## src/tmc_pkg.sv

```systemverilog
// Shared constants, encodings and carriers for the timer module core
package tmc_pkg;

  // Counter geometry
  localparam int          CNT_W      = 10;
  localparam int          PER_W      = 3;
  localparam int          PER_LSB_W  = CNT_W - PER_W;
  localparam int          NUM_CMP    = 3;

  // Comparator and pending flag positions
  localparam int          IDX_A      = 0;
  localparam int          IDX_B      = 1;
  localparam int          IDX_P      = 2;

  // Values after reset
  localparam logic [CNT_W-1:0]   CNT_RST  = 10'h000;
  localparam logic [NUM_CMP-1:0] PEND_RST = 3'h0;
  localparam logic               CH_RST   = 1'h0;
  localparam logic               PIN_RST  = 1'h0;

  // Clock source selection codes
  localparam logic [2:0] CKS_SYS_DIV4 = 3'h0;
  localparam logic [2:0] CKS_SYS      = 3'h1;
  localparam logic [2:0] CKS_HS_DIV16 = 3'h2;
  localparam logic [2:0] CKS_HS_DIV64 = 3'h3;
  localparam logic [2:0] CKS_TBC      = 3'h4;
  localparam logic [2:0] CKS_RSVD     = 3'h5;
  localparam logic [2:0] CKS_EXT_A    = 3'h6;
  localparam logic [2:0] CKS_EXT_B    = 3'h7;

  // Prescaler terminal counts, prescaler and synchroniser reset values
  localparam logic [1:0] SYS_DIV4_LAST  = 2'h3;
  localparam logic [5:0] HS_DIV16_LAST  = 6'h0F;
  localparam logic [5:0] HS_DIV64_LAST  = 6'h3F;
  localparam logic [1:0] DIV4_RST       = 2'h0;
  localparam logic [5:0] HSDIV_RST      = 6'h00;
  localparam logic [2:0] SYNC_RST       = 3'h0;

  typedef enum logic [1:0] {
    TMC_MODE_CMP = 2'h0,
    TMC_MODE_TMR = 2'h1,
    TMC_MODE_PWM = 2'h2,
    TMC_MODE_RES = 2'h3
  } tmc_mode_t;

  typedef enum logic [1:0] {
    TMC_ACT_NONE   = 2'h0,
    TMC_ACT_LOW    = 2'h1,
    TMC_ACT_HIGH   = 2'h2,
    TMC_ACT_TOGGLE = 2'h3
  } tmc_act_t;

  typedef enum logic [1:0] {
    TMC_ST_STOP = 2'b01,
    TMC_ST_RUN  = 2'b10
  } tmc_state_t;

  typedef struct packed {
    logic [2:0]       clkSel;
    logic             extFalling;
    logic             timerOn;
    tmc_mode_t        mode;
    logic             clrOnA;
    tmc_act_t         actA;
    tmc_act_t         actB;
    logic [CNT_W-1:0] cmpA;
    logic [CNT_W-1:0] cmpB;
    logic [PER_W-1:0] cmpP;
  } tmc_cfg_t;

endpackage

```

## src/tmc_clk_sel.sv

```systemverilog
// Counter clock source selection, prescalers and external pin edge detect
`timescale 1ns/100ps
`default_nettype none
module tmc_clk_sel (
  input  wire logic       core_clk,
  input  wire logic       resetn,
  input  wire logic [2:0] clkSel,
  input  wire logic       extFalling,
  input  wire logic       hsTick,
  input  wire logic       tbTick,
  input  wire logic       extPin,
  output logic            cntTick
);

  logic [1:0] div4_ff;
  logic [1:0] nxt_div4;
  logic [5:0] hsDiv_ff;
  logic [5:0] nxt_hsDiv;
  logic [2:0] extSync_ff;
  logic [2:0] nxt_extSync;
  logic       extLvl_ff;
  logic       nxt_extLvl;
  logic       tick_ff;
  logic       nxt_tick;
  logic       extEdge;

  always_comb begin
    nxt_div4    = div4_ff + 2'h1;
    nxt_hsDiv   = hsTick ? hsDiv_ff + 6'h01 : hsDiv_ff;
    nxt_extSync = {extSync_ff[1:0], extPin};
    // A new pin level counts once the second and third stages agree
    nxt_extLvl  = (extSync_ff[1] == extSync_ff[2]) ? extSync_ff[2]
                                                   : extLvl_ff;
    extEdge     = (nxt_extLvl != extLvl_ff) &&
                  (nxt_extLvl == ~extFalling); // RQ8
    case (clkSel) // RQ1
      tmc_pkg::CKS_SYS_DIV4: nxt_tick = (div4_ff == tmc_pkg::SYS_DIV4_LAST);
      tmc_pkg::CKS_SYS:      nxt_tick = 1'b1;
      tmc_pkg::CKS_HS_DIV16: nxt_tick = hsTick &&
                             (hsDiv_ff[3:0] == tmc_pkg::HS_DIV16_LAST[3:0]);
      tmc_pkg::CKS_HS_DIV64: nxt_tick = hsTick &&
                             (hsDiv_ff == tmc_pkg::HS_DIV64_LAST);
      tmc_pkg::CKS_TBC:      nxt_tick = tbTick;
      tmc_pkg::CKS_RSVD:     nxt_tick = 1'b0; // RQ2
      default:               nxt_tick = extEdge; // RQ7
    endcase
  end

  always_ff @(posedge core_clk) begin
    if (!resetn) begin
      div4_ff    <= tmc_pkg::DIV4_RST;
      hsDiv_ff   <= tmc_pkg::HSDIV_RST;
      extSync_ff <= tmc_pkg::SYNC_RST;
      extLvl_ff  <= 1'b0;
      tick_ff    <= 1'b0;
    end else begin
      div4_ff    <= nxt_div4;
      hsDiv_ff   <= nxt_hsDiv;
      extSync_ff <= nxt_extSync;
      extLvl_ff  <= nxt_extLvl;
      tick_ff    <= nxt_tick;
    end
  end

  assign cntTick = tick_ff;

endmodule // tmc_clk_sel
`default_nettype wire

```

## src/tmc_cmp.sv

```systemverilog
// Equality comparator that fires only when the counter has just advanced
`timescale 1ns/100ps
`default_nettype none
module tmc_cmp #(
  parameter int W = 10
) (
  input  wire logic [W-1:0] count,
  input  wire logic [W-1:0] value,
  input  wire logic         advanced,
  input  wire logic         present,
  output logic              match
);

  always_comb begin
    match = present && advanced && (count == value); // RQ3
  end

endmodule // tmc_cmp
`default_nettype wire

```

## src/tmc_core.sv

```systemverilog
// Timer module core: counter, comparators, output channels and pin muxing
//
// Notes on behaviour
// [RQ1] A three-bit field picks system, high-speed, time-base or pin clock.
// [RQ2] The reserved clock code feeds no clock, so the counter stops.
// [RQ3] Counter is compared with each comparator; equality raises a request.
// [RQ4] A compare match can clear the counter and change the output pin.
// [RQ5] Compact and standard variants have separate A and P match interrupts.
// [RQ6] Enhanced variant has comparators A, B and P, each with an interrupt.
// [RQ7] The external input pin drives the counter only when selected.
// [RQ8] Software picks rising or falling active edge of the external input.
// [RQ9] In compare output mode a channel goes high, low or toggles on match.
// [RQ10] The PWM waveform appears on the timer output pin.
// [RQ11] A pin shows timer output only when its enable bit is set.
// [RQ12] Per-pin inversion bits give complementary waveforms on several pins.
// [RQ13] Counter increments once per active clock edge and wraps to zero.
// [RQ14] Each match latches a pending flag held until software clears it.
`timescale 1ns/100ps
`default_nettype none
module tmc_core #(
  parameter int NPINS = 2,
  parameter bit HAS_B = 1'b0
) (
  input  wire logic                      core_clk,
  input  wire logic                      resetn,
  input  wire tmc_pkg::tmc_cfg_t         cfg,
  input  wire logic                      hsTick,
  input  wire logic                      tbTick,
  input  wire logic                      extPin,
  input  wire logic [tmc_pkg::NUM_CMP-1:0] pendClr,
  input  wire logic [NPINS-1:0]          pinEnable,
  input  wire logic [NPINS-1:0]          pinInvert,
  input  wire logic [NPINS-1:0]          pinSrcB,
  input  wire logic [NPINS-1:0]          altOut,
  output logic [tmc_pkg::CNT_W-1:0]      count,
  output logic [tmc_pkg::NUM_CMP-1:0]    pend,
  output logic [tmc_pkg::NUM_CMP-1:0]    matchPulse,
  output logic                           running,
  output logic [NPINS-1:0]               pinOut
);

  localparam logic [tmc_pkg::PER_LSB_W-1:0] PER_LSB_ZERO = '0;

  // Control state
  tmc_pkg::tmc_state_t               state_ff;
  tmc_pkg::tmc_state_t               nxt_state;
  logic                              startClr;
  logic                              running_ff;
  logic                              nxt_running;

  // Counter state
  logic [tmc_pkg::CNT_W-1:0]         count_ff;
  logic [tmc_pkg::CNT_W-1:0]         nxt_count;
  logic                              adv_ff;
  logic                              nxt_adv;
  logic                              cntTick;
  logic                              clrHit;
  logic [tmc_pkg::CNT_W-1:0]         perValue;

  // Match, flag and channel state
  logic [tmc_pkg::NUM_CMP-1:0]       match;
  logic [tmc_pkg::NUM_CMP-1:0]       cmpPresent;
  logic [tmc_pkg::NUM_CMP-1:0]       pend_ff;
  logic [tmc_pkg::NUM_CMP-1:0]       nxt_pend;
  logic [tmc_pkg::NUM_CMP-1:0]       mPulse_ff;
  logic [tmc_pkg::NUM_CMP-1:0]       nxt_mPulse;
  logic                              chA_ff;
  logic                              nxt_chA;
  logic                              chB_ff;
  logic                              nxt_chB;
  logic                              periodStart;

  // Pin state
  logic [NPINS-1:0]                  pin_ff;
  logic [NPINS-1:0]                  nxt_pin;

  tmc_clk_sel u_clk_sel (
    .core_clk   (core_clk),
    .resetn     (resetn),
    .clkSel     (cfg.clkSel),
    .extFalling (cfg.extFalling),
    .hsTick     (hsTick),
    .tbTick     (tbTick),
    .extPin     (extPin),
    .cntTick    (cntTick)
  );

  // Comparator P checks the whole counter against cmpP followed by seven zero bits
  assign perValue = {cfg.cmpP, PER_LSB_ZERO};

  // Comparator B exists only in the enhanced variant
  assign cmpPresent = {1'b1, HAS_B, 1'b1}; // RQ5 RQ6

  tmc_cmp #(
    .W (tmc_pkg::CNT_W)
  ) u_cmp_a (
    .count    (count_ff),
    .value    (cfg.cmpA),
    .advanced (adv_ff),
    .present  (cmpPresent[tmc_pkg::IDX_A]),
    .match    (match[tmc_pkg::IDX_A])
  );

  tmc_cmp #(
    .W (tmc_pkg::CNT_W)
  ) u_cmp_b (
    .count    (count_ff),
    .value    (cfg.cmpB),
    .advanced (adv_ff),
    .present  (cmpPresent[tmc_pkg::IDX_B]),
    .match    (match[tmc_pkg::IDX_B])
  );

  tmc_cmp #(
    .W (tmc_pkg::CNT_W)
  ) u_cmp_p (
    .count    (count_ff),
    .value    (perValue),
    .advanced (adv_ff),
    .present  (cmpPresent[tmc_pkg::IDX_P]),
    .match    (match[tmc_pkg::IDX_P])
  );

  // Run control: turning the timer on clears the counter
  always_comb begin
    nxt_state = state_ff;
    startClr  = 1'b0;
    case (state_ff)
      tmc_pkg::TMC_ST_STOP: begin
        if (cfg.timerOn) begin
          nxt_state = tmc_pkg::TMC_ST_RUN;
          startClr  = 1'b1;
        end
      end
      tmc_pkg::TMC_ST_RUN: begin
        if (!cfg.timerOn) begin
          nxt_state = tmc_pkg::TMC_ST_STOP;
        end
      end
      default: begin
        nxt_state = tmc_pkg::TMC_ST_STOP;
      end
    endcase
    // Run flag is registered so the output comes straight from a flip-flop
    nxt_running = (nxt_state == tmc_pkg::TMC_ST_RUN);
  end

  always_ff @(posedge core_clk) begin
    if (!resetn) begin
      state_ff   <= tmc_pkg::TMC_ST_STOP;
      running_ff <= 1'b0;
    end else begin
      state_ff   <= nxt_state;
      running_ff <= nxt_running;
    end
  end

  // Counter: the tick that leaves the clear value returns it to zero
  always_comb begin
    if (cfg.clrOnA && (cfg.mode != tmc_pkg::TMC_MODE_PWM)) begin
      clrHit = (count_ff == cfg.cmpA); // RQ4
    end else begin
      // A zero period field means the full count range
      clrHit = (cfg.cmpP != 3'h0) && (count_ff == perValue); // RQ4
    end
    nxt_count = count_ff;
    nxt_adv   = 1'b0;
    if (startClr) begin
      nxt_count = tmc_pkg::CNT_RST;
    end else if ((state_ff == tmc_pkg::TMC_ST_RUN) && cntTick) begin
      nxt_adv = 1'b1;
      if (clrHit) begin
        nxt_count = tmc_pkg::CNT_RST; // RQ4
      end else begin
        nxt_count = count_ff + 10'h001; // RQ13
      end
    end
  end

  always_ff @(posedge core_clk) begin
    if (!resetn) begin
      count_ff <= tmc_pkg::CNT_RST;
      adv_ff   <= 1'b0;
    end else begin
      count_ff <= nxt_count;
      adv_ff   <= nxt_adv;
    end
  end

  // Pending flags: a new match wins over a clear in the same cycle
  always_comb begin
    nxt_pend = (pend_ff & ~pendClr) | match; // RQ14 RQ3
  end

  // Output channels A and B
  assign periodStart = adv_ff && (count_ff == tmc_pkg::CNT_RST);

  function automatic logic applyAct(input tmc_pkg::tmc_act_t act,
                                    input logic             cur);
    case (act)
      tmc_pkg::TMC_ACT_LOW:    applyAct = 1'b0;
      tmc_pkg::TMC_ACT_HIGH:   applyAct = 1'b1;
      tmc_pkg::TMC_ACT_TOGGLE: applyAct = ~cur;
      default:                 applyAct = cur;
    endcase
  endfunction

  always_comb begin
    nxt_chA = chA_ff;
    nxt_chB = chB_ff;
    case (cfg.mode)
      tmc_pkg::TMC_MODE_CMP: begin
        if (match[tmc_pkg::IDX_A]) begin
          nxt_chA = applyAct(cfg.actA, chA_ff); // RQ9 RQ4
        end
        if (match[tmc_pkg::IDX_B]) begin
          nxt_chB = applyAct(cfg.actB, chB_ff); // RQ9 RQ4
        end
      end
      tmc_pkg::TMC_MODE_PWM: begin
        // High from the period start until the duty match
        if (match[tmc_pkg::IDX_A]) begin
          nxt_chA = 1'b0; // RQ10
        end else if (periodStart) begin
          nxt_chA = 1'b1; // RQ10
        end
        if (match[tmc_pkg::IDX_B]) begin
          nxt_chB = 1'b0; // RQ10
        end else if (periodStart && HAS_B) begin
          nxt_chB = 1'b1; // RQ10
        end
      end
      default: begin
        nxt_chA = chA_ff;
        nxt_chB = chB_ff;
      end
    endcase
  end

  always_ff @(posedge core_clk) begin
    if (!resetn) begin
      pend_ff <= tmc_pkg::PEND_RST;
    end else begin
      pend_ff <= nxt_pend;
    end
  end

  // Match pulses leave one cycle late, in step with the pending flags
  always_comb begin
    nxt_mPulse = match; // RQ3
  end

  always_ff @(posedge core_clk) begin
    if (!resetn) begin
      mPulse_ff <= tmc_pkg::PEND_RST;
    end else begin
      mPulse_ff <= nxt_mPulse;
    end
  end

  always_ff @(posedge core_clk) begin
    if (!resetn) begin
      chA_ff <= tmc_pkg::CH_RST;
      chB_ff <= tmc_pkg::CH_RST;
    end else begin
      chA_ff <= nxt_chA;
      chB_ff <= nxt_chB;
    end
  end

  // Pin muxing: timer channel, optionally inverted, or the alternate function
  genvar gi;
  generate
    for (gi = 0; gi < NPINS; gi++) begin : g_pin
      logic chSel;
      assign chSel = (pinSrcB[gi] && HAS_B) ? chB_ff : chA_ff;
      // RQ11 RQ12
      assign nxt_pin[gi] = pinEnable[gi] ? (chSel ^ pinInvert[gi])
                                         : altOut[gi];
    end
  endgenerate

  always_ff @(posedge core_clk) begin
    if (!resetn) begin
      pin_ff <= {NPINS{tmc_pkg::PIN_RST}};
    end else begin
      pin_ff <= nxt_pin;
    end
  end

  assign count      = count_ff;
  assign pend       = pend_ff;
  assign matchPulse = mPulse_ff;
  assign running    = running_ff;
  assign pinOut     = pin_ff;

endmodule // tmc_core
`default_nettype wire

```

## config.mk

```make
export PLATFORM = sky130hd
export DESIGN_NAME = tmc_core
export DESIGN_NICKNAME = d
export VERILOG_FILES = /design/src/tmc_pkg.sv /design/src/tmc_clk_sel.sv /design/src/tmc_cmp.sv /design/src/tmc_core.sv
export SDC_FILE = /design/constraint.sdc
export NUM_CORES = 1
export LEC_CHECK = 0
export BUFFER_PORTS_ARGS = -buffer_cell sky130_fd_sc_hd__buf_2
export CORE_MARGIN = 2
export CORE_UTILIZATION = 54
export CTS_CLUSTER_SIZE = 28
export DETAILED_ROUTE_END_ITERATION = 7
export MAX_ROUTING_LAYER = met4
export PLACE_DENSITY = 0.84
export SKIP_LAST_GASP = 1
export SLEW_MARGIN = 15
export SYNTH_ARGS = -nofsm -noshare
export SYNTH_HDL_FRONTEND = slang
export SYNTH_HIERARCHICAL = 1
export SYNTH_SLANG_ARGS = --single-unit
export TNS_END_PERCENT = 1
```

## constraint.sdc

```tcl
create_clock -name core_clk -period 3.5 [get_ports core_clk]
set_clock_uncertainty 0.05 [all_clocks]
set_input_delay 0.525 -clock core_clk [delete_from_list [all_inputs] [get_ports core_clk]]
set_output_delay 0.525 -clock core_clk [all_outputs]
set_load 0.02 [all_outputs]
```

# After elaboration in Yosys (flattened, before gate mapping)
# Index checks and enable logic that the tools add are counted.
dict set report totals {
  ff_bits 36
  inputBits 51
  out_inout_bits 19
  word_cells 82
}
dict set report op_classes {
  n_addsub 3
  n_eq_ne 24
  muxes 17
  n_bitwise 8
  n_reduce_logical 16
}
# cell n
set ops {}
lappend ops {{10-bit == test} 2}
lappend ops {{2-bit == test, second input constant} 6}
lappend ops {{10-bit by 1-bit adder with 10-bit output, second input constant} 1}
lappend ops {{10-bit zero test} 1}
lappend ops {{1-bit 2-to-1 mux} 10}
lappend ops {{10-bit 2-to-1 mux} 1}
lappend ops {{1-bit logical AND} 9}
lappend ops {{6-bit by 1-bit adder with 6-bit output, second input constant} 1}
lappend ops {{3-bit by 2-bit == test with 1-bit output, second input constant} 2}
lappend ops {{3-bit == test, second input constant} 2}
lappend ops {{6-bit == test, second input constant} 1}
lappend ops {{1-bit case mux with 6 select lines} 1}
lappend ops {{2-bit by 1-bit == test with 1-bit output, second input constant} 2}
lappend ops {{4-bit == test, second input constant} 1}
lappend ops {{2-bit 2-to-1 mux} 2}
lappend ops {{4-bit by 1-bit != test with 1-bit output, second input constant} 1}
lappend ops {{2-bit case mux with 2 select lines} 1}
lappend ops {{4-bit AND reduction} 1}
lappend ops {{3-bit AND} 1}
lappend ops {{3-bit by 1-bit == test with 1-bit output, second input constant} 1}
lappend ops {{3-bit zero test} 1}
lappend ops {{3-bit by 2-bit != test with 1-bit output, second input constant} 1}
lappend ops {{1-bit NOT} 3}
lappend ops {{3-bit NOT} 1}
lappend ops {{other kinds (13)} 15}

# Longest topological paths before layout
# Gate-level depths: netlist of the first run.
dict set report depth {
  ltp_word 5
  mapped_depth 7
  depth_no_buf 7
}

# Cells and area by module
# Netlist of the first run, hierarchy kept.
# module n_inst cells_per_inst area_each_um2 seq_area_each_um2
set by_module_without_submodules {}
lappend by_module_without_submodules {tmc_core 1 142 1228.7 460.4}
lappend by_module_without_submodules {tmc_clk_sel 1 51 510.5 260.2}
lappend by_module_without_submodules {tmc_cmp 3 15 120.1 0.0}

# Worst setup path after synthesis of the first run
# Ideal clock, no wire load.
dict set report synth_path {
  kind {register to register}
  start {register count_ff (netlist bit count[4])}
  end {register chA_ff}
  setup_ns 0.075
  t_arrival_ns 2.113
  required_ns 3.375
  setup_slack_ns 1.262
  path_stages_with_launch 7
  path_buffers 0
  synth_period_minus_slack_ns 2.238
  path_cell_list {dfxtp_1 > xor2_1 > or4_1 > nor3_2 > nand2b_1 > or4_1 > a31oi_1}
}
dict set report synth_between {
  elab_chain_len 4
  word_cells_on_any_way 9
  cone_classes {3 x eq/ne; 2 x mux; 4 x reduce/logical}
}
# element line_no
set synth_lines {}
lappend synth_lines {{start, declared} tmc_core.sv:52} ;# logic [tmc_pkg::CNT_W-1:0] count_ff;
lappend synth_lines {{start signal, assigned} tmc_core.sv:182} ;# count_ff <= tmc_pkg::CNT_RST;
lappend synth_lines {{start signal, assigned} tmc_core.sv:185} ;# count_ff <= nxt_count;
lappend synth_lines {{10-bit == test (*)} tmc_cmp.sv:15} ;# match = present && advanced && (count == value);
lappend synth_lines {{1-bit logical AND (*)} tmc_cmp.sv:15}
lappend synth_lines {{named net match, one bit} tmc_core.sv:61} ;# logic [tmc_pkg::NUM_CMP-1:0] match;
lappend synth_lines {{3-bit by 2-bit != test with 1-bit output (no line), or another cell as far along} --}
lappend synth_lines {{4-bit AND reduction (no line) or 1-bit case mux with 2 select lines (tied branches)} --}
lappend synth_lines {{end signal, assigned} tmc_core.sv:263} ;# chA_ff <= tmc_pkg::CH_RST;
lappend synth_lines {{end signal, assigned} tmc_core.sv:266} ;# chA_ff <= nxt_chA;
lappend synth_lines {{end, declared} tmc_core.sv:67} ;# logic chA_ff;
# Mark *: on every way through the listed nets, which the timed path passes. The rest lies on a longest branch.
# A chain may end at the register's enable or synchronous reset.

# Worst setup path after layout of the first run
# Ends and elaborated chain as after synthesis.

==> results.yml, run 1 <==
clock_network:
  numCtsBuffers: 5
  numClockSinks: 36
  cts.clk_slew.worst_paths_ps: 70
  htree_levels: 2
  post_cts_resize_count: 0
  root_buffer: "clkbuf_8"
  cts_buffer_depth: 2
  clk_latency_ps: 290
  cts_setup_buffers: 0
  ctsHoldBuffers: 0
  cts_tree: "yes"
power_and_ir_drop:
  ir_drop_v: 0.000219
  leakage_nw: 1.10
  power_density_mw_per_mm2: 350
synthesis:
  synth-edff-count: 0
  synthDistinctLibCells: 42
  syn_avg_cell_area_sq_um: 8.82
  synth-seq-cells: 36
  synthFlopType: "dfxtp_1"
  synthTopCellsByArea: "dfxtp_1 (34%), xnor2_1 (16%), xor2_1 (6.7%)"
  ys_warn_count: 6
  synthCells: 238
  synth_top_area_share_pct: 34.3
  seq_area_frac_synth_pct: 34.3
  syn_area_sq_mm: 0.00210
  async_flop_share_pct: 0
  synth_largest_area_cell: "dfxtp_1"
drt:
  drt_iter0_drc: 93
  vias_per_cell: 5.17
  drcViolationCount: 0
  wl_per_cell_microns: 12.5
  vias: 1893
  ant_nets: 0
  routed_wl_microns: 4590
  firstDrtPassIters: 4
final_layout:
  syn2layout_area_growth_pct: 23.4
  diodes: 0
  regArea_sq_um: 721
  nNetsFinal: 376
  layout-drive-gt1-share_pct: 26.1
  fill_cells: 314
  final_area_sq_mm: 0.00259
  multiInputGateArea_sq_mm: 0.00136
critical_path:
  critPathLaunchType: "flop"
  path_max_fanout: 10
  end_kind: "flop"
  path_class: "flop to flop"
  worstPathRequired_ps: 3670
  cp.arrival_ps: 2540
global_route:
  antenna_found_initial: 0
  grt_pass1_wl_microns: 7700
  grt_overflow: 0
  grt_pass1_vias: 1810
  track_usage_pct: 23.5
  grt_max_degree: 14
sta:
  drv_slew: 0
  setup_tns_ps: 0
  fin_crit_ps: 2370
  rsz0062_at_grt: "false"
  finalHoldViolCount: 0
  max_freq_mhz: 421
  setup_slack_ps: 1130
  setup_viol: 0
  post-route-period-util_pct: 67.8
floorplanning:
  die_w_microns: 66.4
  start_util_pct: 56.9
  io_pins: 70
  die_area_sq_mm: 0.00440
  core_region_area_sq_mm: 0.00369
  die_h_microns: 66.4
  rows: 22
outcome:
  outcome: "completed"
place:
  place_congestion: 0.853
  hpwl_microns: 3650
  port-buffer-count: 65
  place_ws_ps: 1030
  placed_cell_area_sq_mm: 0.00250
job:
  maxCapViolCount: 0
hold_path:
  min-delay-path-class: "input pin to flop"
## report_power, final
part           leakage (nW)  switching, mW  internal (mW)
Clock                0.0479          0.152          0.139
Combinational         0.755         0.0921         0.0791
Sequential            0.293         0.0132          0.432
## cells by family (layout without fill, tap and decap cells)
family,Yosys count,in the layout,share of synthesized area [%]
compound gates,29,29,8.76
mux,1,1,0.477
fa+ha+maj,8,8,4.77
xor+xnor,55,55,22.9
flops,36,36,34.3
simple gates,95,95,25.9
buf+inv,12,84,2.50
other cells,2,10,0.358
## placed cells by master, fill, tap and decap left out, types with 9 or more instances in the layout
cell / netlist / routed
buf_2: 0 / 65
xnor2_1: 39 / 39
dfxtp_1: 36 / 36
nand2_1: 16 / 16
xor2_1: 16 / 16
nor2_1: 15 / 15
nor3_1: 11 / 11
inv_1: 10 / 10
a21oi_1: 10 / 10
conb_1: 2 / 10
and2_1: 9 / 9
o21ai_0: 9 / 9
## synth_stat cells (all sizes together) (2+ instances only)
master,count
inv,10
nand4,9
nand2,16
dfxtp,36
a211oi,3
xnor2,39
or4,6
xor2,16
or3,2
a21oi,11
o21ai,9
and3,3
nor3,14
and2,9
conb,2
ha,8
nor2,15
nand3b,2
nand3,9
nor2b,2
nor3b,2
## per-stage QoR
stage	hold slack [ps]	cells	total power [mW]	util, %
2_1_floorplan	349	246	0.568	-
3_3_place_gp	364	358	0.618	67.9
3_5_place_dp	369	358	0.625	67.9
4_1_cts	375	366	0.913	70.3
5_1_grt	375	366	0.957	70.3
6_report	381	366	0.907	70.3
## flip-flops by register name, indices dropped and copies added (netlist names)
register	flops
u_clk_sel/extLvl_ff	1
u_clk_sel/cntTick	1
chA_ff	1
count	10
running	1
u_clk_sel/extSync_ff	3
u_clk_sel/hsDiv_ff	6
adv_ff	1
u_clk_sel/div4_ff	2
matchPulse	3
pend	3
state_ff	2
pinOut	2
## path summary, 6_finish.rpt
path,startpoint,endpoint,slack [ps],cells past startpoint
min reg2reg,u_clk_sel/div4_ff[0]$_SDFF_PN0_,u_clk_sel/div4_ff[0]$_SDFF_PN0_,390,1
max reg2reg,count[4]$_SDFFE_PP0P_,chA_ff$_SDFFE_PN0P_,1130,6
max,count[4]$_SDFFE_PP0P_,chA_ff$_SDFFE_PN0P_,1130,6
min,pinEnable[0],pinOut[0]$_SDFF_PN0_,380,2
## critical path: stages, from the launching register on
cell and delay (ps):
dfxtp_1 600, xor2_1 110, or4_1 550, nor3_2 300, nand2b_1 100, or4_1 470
a31oi_1 130
## layer usage
layer  vias to the layer above  track usage, %  wire [microns]
met5                         -               -               0
met4                         0            7.65              53
met1                       863            26.7            1990
met3                         5            5.45             276
li1                        971               -               -
met2                        54            40.8            2270
## cell type report
cell class	instances	area share, %
sequential	36	27.8
timing repair buffer	65	12.6
clock buffer	5	2.66
tap	48	2.32
clock inverter	3	0.724
inverter	11	1.59
multi-input combinational	198	52.3
(Power assumes the default switching activity.)
==> inputs of run 2 (changes only) <==
CORE_UTILIZATION = 50   (was 54)
PLACE_DENSITY = 0.78   (was 0.84)
clock period = 2.42 ns   (was 3.5 ns; I/O delays follow)
==> run 2 against run 1 <==
Final cell count grew 3.0%. Register-to-register slack lost 810 ps. Design area grew 2.9%. Wire length grew 5.4%. Largest power group unchanged. Highest routed layer unchanged.
==> results.yml, run 2 (synthesized netlist as in run 1, its figures left out) <==
final_layout:
  nNetsFinal: 385
  syn2layout_area_growth_pct: 27.1
  fill_cells: 360
  layout_common_cells: "buf_2 (65), xnor2_1 (39), dfxtp_1 (36)"
  diodes: 0
  layout-drive-gt1-share_pct: 27.8
  layout_commonest_cell: "buf_2"
  largest_reg_flops: 10
  final_util_pct: 66.2
drt:
  wl_per_cell_microns: 12.8
  ant_nets: 0
  routed_wl_microns: 4840
  firstDrtPassIters: 4
  vias_per_cell: 5.15
  vias: 1940
  drt_iter0_drc: 68
  drcViolationCount: 0
floorplanning:
  die_area_sq_mm: 0.00473
  die_h_microns: 68.8
  start_util_pct: 52.1
  core_region_area_sq_mm: 0.00403
  io_pins: 70
  die_w_microns: 68.8
  rows: 23
clock_network:
  root_buffer: "clkbuf_8"
  post_cts_resize_count: 0
  htree_levels: 2
  clk_latency_ps: 290
  cts_setup_buffers: 0
  numCtsBuffers: 5
  cts_buffer_depth: 2
  cts_tree: "yes"
  cts.clk_slew.worst_paths_ps: 70
  ctsHoldBuffers: 0
  numClockSinks: 36
sta:
  setup_viol: 0
  setup_tns_ps: 0
  post-route-period-util_pct: 86.9
  fin_crit_ps: 2100
  drv_slew: 0
  rsz0062_at_grt: "false"
  max_freq_mhz: 476
  finalHoldViolCount: 0
power_and_ir_drop:
  leakage_nw: 1.14
  power_density_mw_per_mm2: 500
  power_mw: 1.33
  ir_drop_v: 0.000305
global_route:
  grt_max_degree: 14
  grt_overflow: 0
  grt_pass1_wl_microns: 7600
  antenna_found_initial: 0
  grt_pass1_vias: 1731
  track_usage_pct: 22.7
critical_path:
  path_class: "flop to flop"
  critical_path_buf_inv_count: 0
  critPathSlowestCell: "or4_1"
  cpMostUsedCell: "or4_1"
  cpPeakStageDelay_ps: 530
  critPathLaunchType: "flop"
  crit_family: "simple AND/OR/NAND/NOR gates"
  path_max_fanout: 5
  worstPathRequired_ps: 2590
  path_cells: "xor2_1 > or4_1 > nor3_2 > nand2b_1 > or4_1 > a31oi_1"
  cp.arrival_ps: 2270
  end_kind: "flop"
job:
  maxCapViolCount: 0
place:
  place_congestion: 0.869
  port-buffer-count: 65
  hpwl_microns: 3820
outcome:
  outcome: "completed"
hold_path:
  min-delay-path-class: "input pin to flop"
[run 2: stage by stage]
step,instance area (sq um),setup WS (ps),hold slack (ps),cells
after detailed placement,2570,188,361,369
final,2670,318,212,377
after global routing,2670,162,214,377
after global placement,2570,249,361,369
after floorplan,2130,182,349,246
after CTS,2670,302,205,377
[run 2: cell type report]
class / count / area, sq um / share of cell area (%)
multi-input combinational: 198 / 1360 / 50.8
tap: 50 / 62.6 / 2.35
clock inverter: 1 / 7.51 / 0.281
sequential: 36 / 721 / 27.0
inverter: 11 / 41.3 / 1.55
timing repair buffer: 74 / 393 / 14.7
clock buffer: 7 / 86.3 / 3.24
[run 2: worst reg2reg max path: stages, from the launching register on]
cell      delay, ps
dfxtp_1         440
xor2_1           90
or4_1           530
nor3_2          230
nand2b_1         90
or4_1           470
a31oi_1         130
[run 2: worst paths after layout]
| kind | from | cells past startpoint | slack (ps) | to |
|---|---|---|---|---|
| min reg2reg | u_clk_sel/div4_ff[0]$_SDFF_PN0_ | 1 | 370 | u_clk_sel/div4_ff[0]$_SDFF_PN0_ |
| max reg2reg | count[4]$_SDFFE_PP0P_ | 6 | 320 | chA_ff$_SDFFE_PN0P_ |
| max | count[4]$_SDFFE_PP0P_ | 6 | 320 | chA_ff$_SDFFE_PN0P_ |
| min | pinEnable[0] | 2 | 210 | pinOut[0]$_SDFF_PN0_ |
[run 2: layer usage]
| layer | global-route usage [%] | wire, microns | vias up |
|---|---|---|---|
| met5 | - | 0 | - |
| met4 | 12.3 | 134 | 0 |
| met3 | 5.84 | 275 | 15 |
| met2 | 35.8 | 2320 | 58 |
| met1 | 26.5 | 2100 | 878 |
| li1 | - | - | 989 |
[run 2: power breakdown]
part	total, mW	leakage (nW)	switching [mW]	internal [mW]
combinational	0.247	0.804	0.133	0.114
clock	0.444	0.0445	0.213	0.231
sequential	0.644	0.293	0.0190	0.625
==> inputs of run 3 (changes only) <==
PLACE_DENSITY = 0.79   (was 0.78)
TNS_END_PERCENT = default   (was 1)
==> run 3 against run 2 <==
Utilization fell by 0.40 points. Combinational power is essentially flat. Die area unchanged. Design area down 0.61%. Total power decreased by 1.8%. Clock power decreased by 6.1%. Sequential power about the same.
==> results.yml, run 3 (synthesized netlist as in run 1, its figures left out) <==
outcome:
  outcome: "completed"
global_route:
  track_usage_pct: 22.7
  grt_pass1_vias: 1854
  grt_max_degree: 14
  grt_pass1_wl_microns: 7770
  grt_overflow: 0
  antenna_found_initial: 0
clock_network:
  cts_buffer_depth: 2
  cts_setup_buffers: 0
  clk_latency_ps: 290
  cts_tree: "yes"
  numClockSinks: 36
  cts.clk_slew.worst_paths_ps: 70
  root_buffer: "clkbuf_8"
  numCtsBuffers: 5
  ctsHoldBuffers: 0
  post_cts_resize_count: 0
  htree_levels: 2
power_and_ir_drop:
  clkPwrFrac_pct: 31.8
  leakage_nw: 1.13
  sw_frac_of_total_pct: 27.9
  ir_drop_v: 0.000250
  power_frac_comb_pct: 19.1
  p_int_uw: 945
  power_density_mw_per_mm2: 494
  seq_power_share_pct: 49.1
  switchingPower_uw: 366
drt:
  drt_iter0_drc: 75
  ant_nets: 0
  wl_per_cell_microns: 12.9
  top_layer: "met4"
  vias_per_cell: 5.08
  routed_wl_microns: 4840
  firstDrtPassIters: 4
  drcViolationCount: 0
  wl_met2_microns: 2500
  vias: 1909
  wl_met3_microns: 267
  drt-met1-wl_microns: 2050
hold_path:
  worstHoldPathCells: 2
  hold-path-endpoint: "pinOut[0]$_SDFF_PN0_"
  min-delay-path-class: "input pin to flop"
  min-delay-start: "pinEnable[0]"
sta:
  fin_crit_ps: 2050
  setup_tns_ps: 0
  post-route-period-util_pct: 84.7
  max_freq_mhz: 488
  drv_slew: 0
  rsz0062_at_grt: "false"
  finalHoldViolCount: 0
  setup_viol: 0
final_layout:
  final_util_pct: 65.8
  syn2layout_area_growth_pct: 26.3
  final_cells: 376
  layout-drive-gt1-share_pct: 27.3
  layout_commonest_cell: "buf_2"
  regArea_sq_um: 721
  largest_reg_flops: 10
  nNetsFinal: 384
  diodes: 0
  final_area_sq_mm: 0.00265
  multiInputGateArea_sq_mm: 0.00136
  layout_common_cells: "buf_2 (65), xnor2_1 (39), dfxtp_1 (36)"
  fill_cells: 359
place:
  port-buffer-count: 65
  hpwl_microns: 3780
  place_congestion: 0.891
  placed_cell_area_sq_mm: 0.00257
  placedCellCount: 368
critical_path:
  regToRegSetupSlack_ps: 370
  cp.arrival_ps: 2210
  path_max_fanout: 4
  r2r-end: "chA_ff$_SDFFE_PN0P_"
  worstReg2RegStart: "count[4]$_SDFFE_PP0P_"
  worstPathRequired_ps: 2580
  reg2reg_depth: 6
  end_kind: "flop"
  path_class: "flop to flop"
  critPathLaunchType: "flop"
floorplanning:
  die_h_microns: 68.8
  io_pins: 70
  die_area_sq_mm: 0.00473
  rows: 23
  start_util_pct: 52.1
  core_region_area_sq_mm: 0.00403
  die_w_microns: 68.8
job:
  maxCapViolCount: 0
## run 3: cell count changes in the layout (fill, tap and decap cells not counted)
cell | previous run | this run
buf_4 | 9 | 8
clkbuf_1 | 1 | 2
clkbuf_8 | 6 | 5
clkinv_4 | 0 | 1
clkinvlp_4 | 1 | 0
## run 3: power by group through the flow
stage                     clock network, mW  logic [mW]  registers [mW]
after floorplan                           0       0.156           0.665
after global placement                    0       0.239           0.656
after detailed placement                  0       0.247           0.657
after CTS                             0.422       0.253           0.644
after global routing                  0.451       0.288           0.647
final                                 0.417       0.250           0.643
## run 3: cell type report
cell class | instances | area share, %
clock buffer | 7 | 2.88
clock inverter | 1 | 0.330
inverter | 11 | 1.56
multi-input combinational | 198 | 51.2
sequential | 36 | 27.2
tap | 50 | 2.36
timing repair buffer | 73 | 14.5
## run 3: worst max-delay path by stage
stage,endpoint,start
2_1_floorplan,chA_ff$_SDFFE_PN0P_,count[4]$_SDFFE_PP0P_
3_3_place_gp,chA_ff$_SDFFE_PN0P_,cfg[13]
3_5_place_dp,chA_ff$_SDFFE_PN0P_,cfg[13]
4_1_cts,chA_ff$_SDFFE_PN0P_,count[4]$_SDFFE_PP0P_
5_1_grt,count[7]$_SDFFE_PP0P_,count[3]$_SDFFE_PP0P_
6_report,chA_ff$_SDFFE_PN0P_,count[4]$_SDFFE_PP0P_
## run 3: metrics by stage
stage          total power [mW]  hold slack [ps]  setup WS [ps]
4_1_cts                    1.32              212            361
3_3_place_gp              0.895              359            239
6_report                   1.31              215            370
2_1_floorplan             0.822              349            182
5_1_grt                    1.39              220            234
3_5_place_dp              0.903              372            220
## run 3: critical path: stages (launching register included)
cell and delay [ps]:
dfxtp_1 350, xor2_1 150, or4_1 540, nor3_2 200, nand2b_1 90, or4_1 460
a31oi_1 130
## run 3: per-layer routing
metal	global-route usage [%]	vias to the layer above
met5	-	-
met4	7.35	0
met3	5.84	4
met2	39.9	48
met1	25.1	877
li1	-	980
